### config.mk
export PLATFORM = sky130hd
export DESIGN_NAME = smc_ctrl
export DESIGN_NICKNAME = d
export VERILOG_FILES = /design/src/verilog/smc_pkg.sv /design/src/verilog/smc_conv_if.sv /design/src/verilog/smc_conv_seq.sv /design/src/verilog/smc_ctrl.sv
export SDC_FILE = /design/constraint.sdc
export NUM_CORES = 1
export LEC_CHECK = 0
export BUFFER_PORTS_ARGS = -buffer_cell sky130_fd_sc_hd__buf_2
export CELL_PAD_IN_SITES_DETAIL_PLACEMENT = 1
export CELL_PAD_IN_SITES_GLOBAL_PLACEMENT = 2
export CORE_MARGIN = 5
export CORE_UTILIZATION = 34
export CTS_BUF_LIST = sky130_fd_sc_hd__clkbuf_8
export CTS_CLUSTER_DIAMETER = 80
export DETAILED_ROUTE_END_ITERATION = 10
export GPL_ROUTABILITY_DRIVEN = 0
export HOLD_SLACK_MARGIN = 0.12
export MAX_ROUTING_LAYER = met4
export PLACE_DENSITY = 0.78
export SYNTH_ARGS = -nofsm -noshare
export SYNTH_HDL_FRONTEND = slang
export SYNTH_SLANG_ARGS = --single-unit
### constraint.sdc
create_clock -name clk -period 12.4 [get_ports clk]
set_input_delay 2.48 -clock clk [delete_from_list [all_inputs] [get_ports clk]]
set_output_delay 2.48 -clock clk [all_outputs]
set_load 0.05 [all_outputs]
### src/verilog/smc_pkg.sv
// Package for the scan, measure and sleep command controller.
// Assumes a 200 MHz core clock; times are given in their own units.
package smc_pkg;
   localparam int CLK_MHZ = 200;
   localparam logic [5:0] RECEIPT_CNT_OFFSET = 6'h16;
   localparam logic [3:0] RECEIPT_CNT_RESET = 4'h0;
   localparam logic [5:0] SEL_STACK = 6'h00;
   localparam logic [5:0] SEL_CELL_FIRST = 6'h01;
   localparam logic [5:0] SEL_CELL_LAST = 6'h0c;
   localparam logic [5:0] SEL_TEMP_INT = 6'h10;
   localparam logic [5:0] SEL_TEMP_EXT_FIRST = 6'h11;
   localparam logic [5:0] SEL_TEMP_EXT_LAST = 6'h14;
   localparam logic [5:0] SEL_REF_RAW = 6'h15;
   // Temperature scan extras: internal temp, aux reference, loopback
   localparam logic [5:0] SEL_AUX_REF = 6'h16;
   localparam logic [5:0] SEL_LOOPBACK = 6'h17;
   localparam int TEMP_BITS = 14;
   localparam logic [3:0] TST_RESET = 4'h0;
   // Bias dwell, least time 2.5 ms, rounds up
   localparam int BIAS_DWELL_NS = 2500000;
   localparam int BIAS_DWELL_CYC = (BIAS_DWELL_NS * CLK_MHZ + 999) / 1000;
   // Longest sleep-entry waits per chain rate, round down
   localparam int SLEEP_WAIT_500K_US = 500;
   localparam int SLEEP_WAIT_250K_US = 1000;
   localparam int SLEEP_WAIT_125K_US = 2000;
   localparam int SLEEP_WAIT_62K5_US = 4000;
   localparam int SLEEP_WAIT_500K_CYC = SLEEP_WAIT_500K_US * CLK_MHZ;
   localparam int SLEEP_WAIT_250K_CYC = SLEEP_WAIT_250K_US * CLK_MHZ;
   localparam int SLEEP_WAIT_125K_CYC = SLEEP_WAIT_125K_US * CLK_MHZ;
   localparam int SLEEP_WAIT_62K5_CYC = SLEEP_WAIT_62K5_US * CLK_MHZ;
   typedef enum logic [1:0] {
      RATE_500K = 2'h0,
      RATE_250K = 2'h1,
      RATE_125K = 2'h2,
      RATE_62K5 = 2'h3
   } smc_rate_type;
   typedef enum logic [2:0] {
      CMD_NONE = 3'h0,
      CMD_SCAN = 3'h1,
      CMD_SCAN_TEMP = 3'h2,
      CMD_SCAN_CONT = 3'h3,
      CMD_SCAN_INHIBIT = 3'h4,
      CMD_MEASURE = 3'h5,
      CMD_SLEEP = 3'h6,
      CMD_WAKEUP = 3'h7
   } smc_cmd_type;
endpackage
### src/verilog/smc_conv_if.sv
// Conversion request and result between controller and converter sequencer.
// Assumes one clock shared by both ends.
interface smc_conv_if;
   logic req;
   logic [5:0] sel;
   logic done;
   logic [13:0] data;
   modport ctrl (output req, output sel, input done, input data);
   modport conv (input req, input sel, output done, output data);
endinterface

### src/verilog/smc_conv_seq.sv
// Hands conversion requests to the external converter, returns its result.
// Assumes the converter answers each start with one done pulse.
module smc_conv_seq (
   // Clock and reset
   input wire logic clk,
   input wire logic rstn,
   // Controller side
   smc_conv_if.conv cif,
   // Converter pins
   output logic adc_start,
   output logic [5:0] adc_sel,
   input wire logic adc_done,
   input wire logic [13:0] adc_data
);
   logic busy_r;
   logic [13:0] data_r;
   logic done_r;
   wire take = cif.req && !busy_r;
   wire finish = busy_r && adc_done;
   assign cif.done = done_r;
   assign cif.data = data_r;
   always_ff @(posedge clk or negedge rstn) begin
      if (!rstn) begin
         busy_r <= 1'b0;
         done_r <= 1'b0;
         data_r <= 14'h0000;
         adc_sel <= 6'h00;
         adc_start <= 1'b0;
      end else begin
         done_r <= finish;
         // Start leaves together with its selector, never ahead of it
         adc_start <= take;
         if (take) begin
            busy_r <= 1'b1;
            adc_sel <= cif.sel;
         end else if (finish) begin
            busy_r <= 1'b0;
            data_r <= adc_data;
         end
      end
   end
endmodule

### src/verilog/smc_ctrl.sv
// Scan, measure and sleep command controller of a cell monitor.
// Assumes commands arrive as one-cycle pulses already decoded and addressed.
// Function
// RULE_01: Scan inhibit clears continuous-scan flag and stops repeating scans.
// RULE_02: Host sends wakeup before scan inhibit when in continuous-scan plus sleep.
// RULE_03: After inhibit of continuous scan, plain sleep is blocked until reset or watchdog.
// RULE_04: Addressed measure bumps receipt counter then starts one measurement.
// RULE_05: Measure carries a six-bit element selector.
// RULE_06: Selector 0 is stack voltage, 1 to 12 are cell voltages.
// RULE_07: 0x10 internal temp, 0x11-0x14 external temps, 0x15 raw reference.
// RULE_08: Do one conversion, store result, return to standby.
// RULE_09: Four-bit wrapping receipt counter at 0x16 counts scan and measure commands.
// RULE_10: Requests while busy are dropped but still counted.
// RULE_11: Each temperature input yields a 14-bit result in its own register.
// RULE_12: Temperature work: bias on, 2.5 ms dwell, convert inputs, bias off.
// RULE_13: Temperature scan also samples internal temp, aux reference, loopback.
// RULE_14: Enabled inputs fault when below threshold; enables reset to zero.
// RULE_15: In sleep only comms, slow oscillator and registers stay active; the code still starts continuous scans on cont_tick.
// RULE_16: Individually addressed sleep is rejected with NAK.
// RULE_17: Top device answers ACK to a valid sleep command.
// RULE_18: Sleep waits on a timer; port 1 traffic cancels, new sleep restarts.
// RULE_19: Sleep wait at most 500/1000/2000/4000 us by chain rate.
// RULE_20: No comms-fault timeout is applied to the sleep command.
// RULE_21: Expired enabled watchdog puts device to sleep.
// RULE_22: Sleep is left only on a valid wakeup command.
// RULE_23: Scan inhibit with no continuous scan changes nothing.
module smc_ctrl #(
   parameter int DWELL_CYC = smc_pkg::BIAS_DWELL_CYC,
   parameter int WAIT_500K_CYC = smc_pkg::SLEEP_WAIT_500K_CYC,
   parameter int WAIT_250K_CYC = smc_pkg::SLEEP_WAIT_250K_CYC,
   parameter int WAIT_125K_CYC = smc_pkg::SLEEP_WAIT_125K_CYC,
   parameter int WAIT_62K5_CYC = smc_pkg::SLEEP_WAIT_62K5_CYC
) (
   // Clock and reset
   input wire logic clk,
   input wire logic rstn,
   // Decoded command
   input wire logic cmd_valid,
   input wire smc_pkg::smc_cmd_type cmd_code,
   input wire logic cmd_addr_all,
   input wire logic [5:0] cmd_suffix,
   input wire logic is_top,
   input wire logic port1_comm,
   // Configuration and events
   input wire smc_pkg::smc_rate_type chain_rate,
   input wire logic [3:0] temp_threshold_check_enables,
   input wire logic [13:0] temp_threshold,
   input wire logic watchdog_en,
   input wire logic watchdog_expired,
   input wire logic cont_tick,
   // Register read port
   input wire logic [5:0] reg_addr,
   output logic [13:0] reg_rdata,
   // Response
   output logic resp_ack,
   output logic resp_nak,
   // Converter pins
   output logic adc_start,
   output logic [5:0] adc_sel,
   input wire logic adc_done,
   input wire logic [13:0] adc_data,
   // Status
   output logic thermistor_bias_output,
   output logic scan_cont_r,
   output logic sleep_r,
   output logic busy,
   output logic [3:0] temp_fault_r,
   output logic [13:0] meas_result_r
);
   typedef enum logic [3:0] {
      ST_IDLE = 4'b0001,
      ST_DWELL = 4'b0010,
      ST_CONV = 4'b0100,
      ST_WAIT = 4'b1000
   } smc_state_type;

   smc_conv_if cif ();
   smc_conv_seq u_seq (
      .clk(clk),
      .rstn(rstn),
      .cif(cif),
      .adc_start(adc_start),
      .adc_sel(adc_sel),
      .adc_done(adc_done),
      .adc_data(adc_data)
   );

   smc_state_type state_r;
   logic [3:0] receipt_cnt_r;
   logic [5:0] sel_r;
   logic multi_r;
   logic sleep_block_r;
   logic sleep_pend_r;
   logic [31:0] sleep_cnt_r;
   logic [31:0] dwell_cnt_r;
   logic [13:0] temp_res_r [4];
   logic bias_r;

   // Command decode
   wire is_cmd = cmd_valid && !sleep_r;
   wire c_scan = is_cmd && (cmd_code == smc_pkg::CMD_SCAN);
   wire c_temp = is_cmd && (cmd_code == smc_pkg::CMD_SCAN_TEMP);
   wire c_cont = is_cmd && (cmd_code == smc_pkg::CMD_SCAN_CONT);
   wire c_inh = is_cmd && (cmd_code == smc_pkg::CMD_SCAN_INHIBIT);
   wire c_meas = is_cmd && (cmd_code == smc_pkg::CMD_MEASURE);
   wire c_sleep = is_cmd && (cmd_code == smc_pkg::CMD_SLEEP);
   wire c_wake = cmd_valid && (cmd_code == smc_pkg::CMD_WAKEUP);
   wire counted = c_scan || c_temp || c_cont || c_meas;
   wire idle = (state_r == ST_IDLE);
   wire cont_start = scan_cont_r && cont_tick && idle;
   wire start = (counted && idle) || cont_start;
   wire start_temp = c_temp || cont_start || (c_meas && cmd_suffix >= smc_pkg::SEL_TEMP_EXT_FIRST
      && cmd_suffix <= smc_pkg::SEL_TEMP_EXT_LAST);
   wire sel_valid = (cmd_suffix <= smc_pkg::SEL_CELL_LAST)
      || (cmd_suffix >= smc_pkg::SEL_TEMP_INT && cmd_suffix <= smc_pkg::SEL_REF_RAW);
   wire [5:0] first_sel = (c_temp || cont_start) ? smc_pkg::SEL_TEMP_EXT_FIRST : cmd_suffix;
   wire scan_last = (sel_r == smc_pkg::SEL_LOOPBACK);
   wire [5:0] scan_next = (sel_r == smc_pkg::SEL_TEMP_EXT_LAST) ? smc_pkg::SEL_TEMP_INT
      : (sel_r == smc_pkg::SEL_TEMP_INT) ? smc_pkg::SEL_AUX_REF : sel_r + 6'h01;
   wire is_ext = (sel_r >= smc_pkg::SEL_TEMP_EXT_FIRST) && (sel_r <= smc_pkg::SEL_TEMP_EXT_LAST);
   wire [1:0] ext_idx = 2'(sel_r - smc_pkg::SEL_TEMP_EXT_FIRST);
   wire sleep_valid = c_sleep && cmd_addr_all && (!sleep_block_r || scan_cont_r); // [RULE_03]
   wire [31:0] wait_cyc = (chain_rate == smc_pkg::RATE_500K) ? 32'(WAIT_500K_CYC)
      : (chain_rate == smc_pkg::RATE_250K) ? 32'(WAIT_250K_CYC)
      : (chain_rate == smc_pkg::RATE_125K) ? 32'(WAIT_125K_CYC) : 32'(WAIT_62K5_CYC);

   assign cif.req = (state_r == ST_CONV);
   assign cif.sel = sel_r;
   assign busy = !idle;
   assign thermistor_bias_output = bias_r;
   // Sleep response; no comms timeout runs on it [RULE_20]
   assign resp_nak = c_sleep && !cmd_addr_all; // [RULE_16]
   assign resp_ack = sleep_valid && is_top; // [RULE_17]
   assign reg_rdata = (reg_addr == smc_pkg::RECEIPT_CNT_OFFSET) ? {10'h000, receipt_cnt_r} // [RULE_09]
      : (reg_addr >= smc_pkg::SEL_TEMP_EXT_FIRST && reg_addr <= smc_pkg::SEL_TEMP_EXT_LAST)
      ? temp_res_r[2'(reg_addr - smc_pkg::SEL_TEMP_EXT_FIRST)] : meas_result_r;

   // Receipt counter, wraps by width; counts even while busy
   always_ff @(posedge clk or negedge rstn) begin
      if (!rstn)
         receipt_cnt_r <= smc_pkg::RECEIPT_CNT_RESET;
      else if (counted)
         receipt_cnt_r <= receipt_cnt_r + 4'h1; // [RULE_04] [RULE_10]
   end

   // Continuous-scan flag and sleep block
   always_ff @(posedge clk or negedge rstn) begin
      if (!rstn) begin
         scan_cont_r <= 1'b0;
         sleep_block_r <= 1'b0;
      end else begin
         // Watchdog clear first, so a block set in the same cycle wins
         if (watchdog_expired && watchdog_en)
            sleep_block_r <= 1'b0; // [RULE_03]
         if (c_cont)
            scan_cont_r <= 1'b1;
         else if (c_inh && scan_cont_r) begin
            scan_cont_r <= 1'b0; // [RULE_01] [RULE_23]
            sleep_block_r <= 1'b1; // [RULE_03]
         end
      end
   end

   // Sleep entry timer and sleep state
   always_ff @(posedge clk or negedge rstn) begin
      if (!rstn) begin
         sleep_r <= 1'b0;
         sleep_pend_r <= 1'b0;
         sleep_cnt_r <= 32'h0000_0000;
      end else if (sleep_r) begin
         // Comms, slow oscillator and registers run here; cont_tick still starts continuous scans [RULE_15]
         if (c_wake)
            sleep_r <= 1'b0; // [RULE_22]
      end else if (sleep_valid) begin
         sleep_pend_r <= 1'b1; // [RULE_18]
         sleep_cnt_r <= wait_cyc; // [RULE_19]
      end else if (sleep_pend_r && (port1_comm || cmd_valid)) begin
         sleep_pend_r <= 1'b0; // [RULE_18]
      end else if (watchdog_expired && watchdog_en) begin
         sleep_r <= 1'b1; // [RULE_21]
         sleep_pend_r <= 1'b0;
      end else if (sleep_pend_r) begin
         if (sleep_cnt_r <= 32'h0000_0001) begin
            sleep_r <= 1'b1;
            sleep_pend_r <= 1'b0;
         end else
            sleep_cnt_r <= sleep_cnt_r - 32'h0000_0001;
      end
   end

   // Measurement sequencer
   always_ff @(posedge clk or negedge rstn) begin
      if (!rstn) begin
         state_r <= ST_IDLE;
         sel_r <= smc_pkg::SEL_STACK;
         multi_r <= 1'b0;
         bias_r <= 1'b0;
         dwell_cnt_r <= 32'h0000_0000;
      end else begin
         unique case (state_r)
            ST_IDLE: begin
               if (start && (sel_valid || c_temp || cont_start)) begin // [RULE_05] [RULE_06] [RULE_07]
                  sel_r <= first_sel;
                  multi_r <= c_temp || cont_start;
                  if (start_temp) begin
                     bias_r <= 1'b1; // [RULE_12]
                     dwell_cnt_r <= 32'(DWELL_CYC);
                     state_r <= ST_DWELL;
                  end else
                     state_r <= ST_CONV;
               end
            end
            ST_DWELL: begin
               if (dwell_cnt_r <= 32'h0000_0001)
                  state_r <= ST_CONV; // [RULE_12]
               else
                  dwell_cnt_r <= dwell_cnt_r - 32'h0000_0001;
            end
            ST_CONV: state_r <= ST_WAIT;
            ST_WAIT: begin
               if (cif.done) begin
                  if (multi_r && !scan_last) begin
                     sel_r <= scan_next; // [RULE_13]
                     state_r <= ST_CONV;
                  end else begin
                     bias_r <= 1'b0; // [RULE_12]
                     state_r <= ST_IDLE; // [RULE_08]
                  end
               end
            end
         endcase
      end
   end

   // Result storage and threshold check
   always_ff @(posedge clk or negedge rstn) begin
      if (!rstn) begin
         meas_result_r <= 14'h0000;
         temp_fault_r <= smc_pkg::TST_RESET;
         for (int i = 0; i < 4; i++)
            temp_res_r[i] <= 14'h0000;
      end else if (state_r == ST_WAIT && cif.done) begin
         meas_result_r <= cif.data; // [RULE_08]
         if (is_ext) begin
            temp_res_r[ext_idx] <= cif.data; // [RULE_11]
            if (temp_threshold_check_enables[ext_idx] && cif.data < temp_threshold)
               temp_fault_r[ext_idx] <= 1'b1; // [RULE_14]
         end
      end
   end
endmodule

==> impl_metrics.tcl, run 1 <==
set metrics [dict create \
    grt_pass1_vias 7289 \
    power.density_nw_per_um2 202.5 \
    critPathLaunchType "input port" \
    whs_endpoint "temp_fault_r[0]" \
    io_buffers 103 \
    seq_area_frac_synth_pct 48.22 \
    critical_path_class "input port to output pin" \
    antenna_cells 0 \
    num_vias 6925 \
    p_switching_mw 0.9340 \
    seqPwrFrac_pct 44.5 \
    post_cts_buffers 0 \
    drt_pass1_iterations 4 \
    timing.fmax_mhz 137.6 \
    period_share_pct 58.61 \
    mappedNetlistArea_um2 9395 \
    die_area_um2 31060 \
    core.rowCount 60 \
    dp_hpwl_um 18290 \
    skew_ps 36.98 \
    maxCapViolCount 0 \
    clock_path_buffers 2 \
    grt-ovfl-total 0 \
    p_leak_nw 4.862 \
    yosysTopAreaCell "dfrtp_1" \
    hold_path.startpoint "temp_fault_r[0]" \
    core_area_um2 27100 \
    cts_hold_buf 0 \
    numCtsBuffers 17 \
    drtIter0Drc 409 \
    synth_top_cell_area_share_pct 47.94 \
    p_comb_share_pct 35.9 \
    hp-class "register to register" \
    track_usage_pct 16.98 \
    worstRegToRegCells 6 \
    route.detailed.drc 0 \
    setup_viol 0 \
    postRouteAntennaNets 0 \
    rr_endpoint "temp_res_r[26]" \
    async_reset_ff_share_pct 100.0 \
    r2r_setup_slack_ps 8720 \
    placed_area_um2 10290 \
    die_h_um 176.2 \
    clock_sinks 181 \
    via_per_inst 5.230 \
    clk_pin_slew_ps 110 \
    r2r_start "state_r[1]" \
    yosysWarnings 0 \
    grt_max_degree 109 \
    synth_nets 935 \
    num-fill-cells 3001 \
    cp_data_required_time_ps 9920 \
    slew_violations 0 \
    switching_share_pct 43.08 \
    nets 1032 \
    synth_edf_count 0 \
    avgSynthCellArea_um2 11.15 \
    crit_fanout 16 \
    min_path_cells 1 \
    cts_resized 0 \
    design_area_um2 10710 \
    synth_ff_type "dfrtp_1" \
    worst_ir_drop_vdd_v 0.00007071 \
    rsz0062_at_grt "no" \
    worstSkewPairLatency_ps 480 \
    grt_pass1_wl_um 41030 \
    synthTopCellsByArea "dfrtp_1 48%, mux2_2 11%, ha_1 4.4%, mux4_2 3.6%, nor2_1 2.9%" \
    initial_utilization_pct 34.67 \
    mostFrequentLayoutCells "180 x dfrtp_1, 102 x buf_2, 90 x mux2_2" \
    pwr-share-clk_pct 19.6 \
    hold_viol_final 0 \
    die_w_um 176.2 \
    min_period_ps 7267 \
    area_delta_synth_final_pct 13.97 \
    wirelength_um 25070 \
    status "finished clean" \
    root_buffer "clkbuf_8" \
    ys_ff_latch 181 \
    cts_tree "done" \
    regArea_um2 4531 \
    crit_path_end_kind "output pin" \
    relSlewSlack_pct 18.12 \
    multi_input_area_um2 4579 \
    critPathArrivalTime_ps 4790 \
    wl_per_cell_um 18.93 \
    netlist_instances 843 \
    final_common_cell "dfrtp_1" \
    ys_types 63 \
    fin_setup_tns_ps 0 \
    worst_slew_pin_slew_ps 1211 \
    drive_gt1_share_pct 28.47 \
    antenna_found_initial 0 \
    pin_count 104 \
    p_int_mw 1.234 \
    htreeDepth 4 \
]
metrics by stage:
| stage | setup slack (ps) | total power, mW | hold slack (ps) | utilization (%) | std cells |
|---|---|---|---|---|---|
| final | 5133 | 2.168 | 476.0 | 39.51 | 1324 |
| after global placement | 5140 | 1.738 | 450.2 | 37.97 | 1293 |
| after detailed placement | 5106 | 1.766 | 455.5 | 37.97 | 1293 |
| after CTS | 5102 | 2.199 | 482.9 | 39.51 | 1324 |
| after floorplan | 4445 | 1.503 | 440.1 | - | 843 |
| after global routing | 4931 | 2.316 | 502.8 | 39.51 | 1324 |
routing by layer:
| layer | wire (um) | up-vias | global-route usage (%) |
|---|---|---|---|
| li1 | - | 3249 | - |
| met1 | 12050 | 3583 | 23.41 |
| met2 | 12100 | 74 | 26.41 |
| met3 | 597 | 19 | 2.848 |
| met4 | 320 | 0 | 4.029 |
| met5 | 0 | - | - |
worst max path at each step:
stage                      from            end  slack (ps)  cells past startpoint
floorplan           reg_addr[0]  reg_rdata[10]        4440                     10
global placement    reg_addr[0]   reg_rdata[1]        5140                      7
detailed placement  reg_addr[0]   reg_rdata[1]        5110                      7
CTS                 reg_addr[0]   reg_rdata[0]        5100                      7
global route        reg_addr[0]   reg_rdata[0]        4930                      7
finish              reg_addr[0]   reg_rdata[0]        5130                      7
critical path: stages:
cell	delay, ps
buf_2	450
inv_1	180
ha_1	790
mux4_2	400
mux2i_1	150
o21ai_0	90
buf_2	240
area by class of cell:
type,count,area share [%]
clock inverter,14,1.706
inverter,37,1.297
tap,372,4.347
sequential,181,42.31
timing repair buffer,110,5.387
clock buffer,17,2.185
multi-input combinational,593,42.77
synth_stat cells (8+ instances only):
cell type,n
a21oi_1,30
buf_2,8
clkbuf_1,19
dfrtp_1,180
ha_1,33
inv_1,37
mux2_2,90
mux2i_1,24
mux4_2,15
nand2_1,54
nand3_1,24
nand3b_1,10
nand4_1,20
nor2_1,72
nor3_1,14
nor4_1,10
o211ai_1,9
o21ai_0,36
o31ai_1,10
or3_1,11
or4_1,8
xnor2_1,11
xor2_1,28
state kept, by name, indices dropped and copies added, names as in the netlist:
signal,flops
cif.sel,6
dwell_cnt_r,32
meas_result_r,14
multi_r,1
receipt_cnt_r,4
scan_cont_r,1
sleep_block_r,1
sleep_cnt_r,32
sleep_pend_r,1
sleep_r,1
state_r,4
temp_fault_r,4
temp_res_r,56
thermistor_bias_output,1
u_seq.adc_sel,6
u_seq.adc_start,1
u_seq.busy_r,1
u_seq.cif.data,14
u_seq.cif.done,1
logic make-up (layout without fill, tap and decap cells):
family	after synthesis	after routing	synth area share (%)
xor+xnor	39	39	3.636
buf+inv	69	178	3.103
flops	181	181	48.22
simple gates	272	272	15.51
mux	129	129	16.94
fa+ha+maj	33	33	4.395
compound gates	120	120	8.190
power groups by stage:
stage	Combinational, mW	Sequential, mW	Clock (mW)
finish	0.778	0.964	0.426
global route	0.853	0.995	0.468
CTS	0.791	0.967	0.441
detailed placement	0.787	0.979	0
global placement	0.766	0.972	0
floorplan	0.492	1.01	0
(Power assumes the default switching activity.)
==> inputs of run 2 (changes only) <==
--- a/config.mk
+++ b/config.mk
@@ -5,6 +5,7 @@
 export SDC_FILE = /design/constraint.sdc
 export NUM_CORES = 1
 export LEC_CHECK = 0
+export ABC_AREA = 1
 export BUFFER_PORTS_ARGS = -buffer_cell sky130_fd_sc_hd__buf_2
 export CELL_PAD_IN_SITES_DETAIL_PLACEMENT = 1
 export CELL_PAD_IN_SITES_GLOBAL_PLACEMENT = 2
@@ -16,7 +17,7 @@
 export GPL_ROUTABILITY_DRIVEN = 0
 export HOLD_SLACK_MARGIN = 0.12
 export MAX_ROUTING_LAYER = met4
-export PLACE_DENSITY = 0.78
+export PLACE_DENSITY = 0.87
 export SYNTH_ARGS = -nofsm -noshare
 export SYNTH_HDL_FRONTEND = slang
 export SYNTH_SLANG_ARGS = --single-unit
==> constraint.sdc (replaced) <==
create_clock -name clk -period 6.8 [get_ports clk]
set_input_delay 1.36 -clock clk [delete_from_list [all_inputs] [get_ports clk]]
set_output_delay 1.36 -clock clk [all_outputs]
set_load 0.05 [all_outputs]
==> run 2 against run 1 <==
- non-clock buffer count is 5 lower
- cell count up 54%
- worst setup slack got worse by 3800 ps
- synthesized cell count is 84% higher
- critical path depth grew 4
- via count increased by 46%
- clock power rose by 75%
==> impl_metrics.tcl, run 2 <==
set metrics [dict create \
    min_path_cells 2 \
    antenna_found_initial 0 \
    worst_slew_pin_slew_ps 1001 \
    synth-xor-area-share_pct 2.246 \
    synth_top_cell_area_share_pct 41.26 \
    power.density_nw_per_um2 277.8 \
    ys_types 40 \
    synth_top_family_by_area "simple AND/OR/NAND/NOR gates" \
    clk_pin_slew_ps 100 \
    core.rowCount 65 \
    num_vias 10140 \
    cts_tree "done" \
    critPathArrivalTime_ps 4150 \
    startpoint "reg_addr[0]" \
    grt_pass1_wl_um 54600 \
    status "finished clean" \
    via_per_inst 4.969 \
    post_cts_buffers 0 \
    synthTopCellsByArea "dfrtp_1 41%, nand2_1 18%, nor2_1 6.8%, o21ai_0 5.7%, inv_1 5.1%" \
    track_usage_pct 19.30 \
    r2r_start "sleep_r" \
    critPathLaunchType "input port" \
    ys_ff_latch 181 \
    io_buffers 103 \
    synthAdderAreaFrac_pct 3.782 \
    period_share_pct 80.99 \
    die_w_um 189.2 \
    worst_ir_drop_vdd_v 0.0001142 \
    synth_ff_type "dfrtp_1" \
    dp.cells 2008 \
    grt_pass1_vias 10320 \
    htreeDepth 4 \
    synth_nets 1639 \
    yosys-top-cells-count "517 x nand2_1, 197 x nor2_1, 180 x dfrtp_1, 149 x inv_1, 125 x o21ai_0" \
    fin_setup_tns_ps 0 \
    critical_path_class "input port to output pin" \
    hp-class "register to register" \
    yosysTopAreaCell "dfrtp_1" \
    total_power_mw 3.360 \
    worstSkewPairLatency_ps 490 \
    cts_hold_buf 0 \
    drtIter0Drc 626 \
    final_common_cell "nand2_1" \
    crit_path_end_kind "output pin" \
    area_delta_synth_final_pct 10.79 \
    grt-ovfl-total 0 \
    rsz0062_at_grt "no" \
    crit_fanout 38 \
    final_cells 2040 \
    netlist_instances 1547 \
    hold_viol_final 0 \
    clock_sinks 181 \
    yosysWarnings 0 \
    maxCapViolCount 0 \
    mostFrequentLayoutCells "517 x nand2_1, 197 x nor2_1, 180 x dfrtp_1" \
    wirelength_um 33230 \
    setup_viol 0 \
    die_h_um 189.2 \
    drive_gt1_share_pct 11.48 \
    root_buffer "clkbuf_8" \
    cp_data_required_time_ps 5440 \
    p_leak_nw 6.247 \
    antenna_cells 0 \
    nets 1717 \
    core_area_um2 31640 \
    postRouteAntennaNets 0 \
    largestRegisters "temp_res_r (56), dwell_cnt_r (32), sleep_cnt_r (32)" \
    hold_path.startpoint "thermistor_bias_output" \
    worstRegToRegCells 9 \
    synth_compound_area_share_pct 10.45 \
    grt_max_degree 106 \
    mappedNetlistArea_um2 10920 \
    synth_simple_gate_area_share_pct 33.70 \
    timing.fmax_mhz 181.6 \
    post-synth-top-count-cell "nand2_1" \
    top_register "temp_res_r" \
    cts_resized 0 \
    clock_path_buffers 2 \
    initial_utilization_pct 34.51 \
    skew_ps 19.56 \
    wl_per_cell_um 16.29 \
    route.detailed.drc 0 \
    synthMuxAreaShare_pct 0.4126 \
    numCtsBuffers 17 \
    pin_count 104 \
    die_area_um2 35790 \
    min_period_ps 5507 \
    drt_pass1_iterations 5 \
    relSlewSlack_pct 33.24 \
    seq_area_frac_synth_pct 41.50 \
    largest_reg_flops 56 \
    async_reset_ff_share_pct 100.0 \
    fin_util_pct 38.23 \
    synth_edf_count 0 \
    avgSynthCellArea_um2 7.057 \
    dp_hpwl_um 24810 \
    slew_violations 0 \
]
run 2: cell count changes in the layout (fill, tap and decap cells not counted), sizes merged, moves of 15 or more:
cell / delta
nand2: +478
nor2: +135
inv: +120
o21ai: +105
mux2: -86
nand3: +80
mux2i: -24
mux4: -15
run 2: critical path: stages:
cell and delay, ps:
buf_2 470, inv_1 470, ha_1 350, a21oi_1 130, nor2_1 50, nand2_1 60, clkinv_1 470, nand2_1 230
o211ai_1 110, o21ai_0 120, buf_2 310
run 2: kinds of logic (layout without fill, tap and decap cells):
family          count (synthesis)  after routing
compound gates                210            210
xor+xnor                       28             28
buf+inv                       206            297
fa+ha+maj                      33             33
flops                         181            181
mux                             4              4
simple gates                  885            885
run 2: per-stage QoR:
step	hold WS (ps)	cell area (um2)	setup WS, ps
global route	509.2	12090	935.7
detailed placement	461.8	11700	1281
global placement	450.9	11700	1416
finish	489.0	12090	1293
floorplan	436.6	10920	1859
CTS	487.8	12090	1287
run 2: power by group:
group / internal (mW) / total (mW) / leakage (nW) / switching, mW
sequential: 1.19 / 1.35 / 2.40 / 0.158
clock: 0.275 / 0.747 / 0.192 / 0.472
combinational: 0.395 / 1.26 / 3.65 / 0.869
run 2: cell type report:
class / instances / area, um2
clock inverters: 15 / 163.9
multi-input cells: 1160 / 5523
well taps: 402 / 503.0
fillers: 4017 / 19540
clock buffers: 17 / 234.0
flip-flops and latches: 181 / 4531
inverters: 160 / 600.6
repair buffers: 105 / 539.3
run 2: worst paths after layout:
| check | endpoint | slack [ps] |
|---|---|---|
| setup reg to reg | dwell_cnt_r[23] | 3950 |
| max in group asynchronous | temp_res_r[24] | 4230 |
| min in group asynchronous | receipt_cnt_r[0] | 980 |
| hold / removal | thermistor_bias_output | 490 |
| setup / recovery | reg_rdata[0] | 1290 |
| hold reg to reg | thermistor_bias_output | 490 |
run 2: layer usage:
metal	share of wire [%]	track usage (%)	wire length (um)	vias to the layer above
met5	0	-	0	-
met3	3.8	3.134	1256	13
met4	0.63	2.971	210	0
met1	48	25.75	15890	4912
li1	-	-	-	5062
met2	48	31.80	15870	149
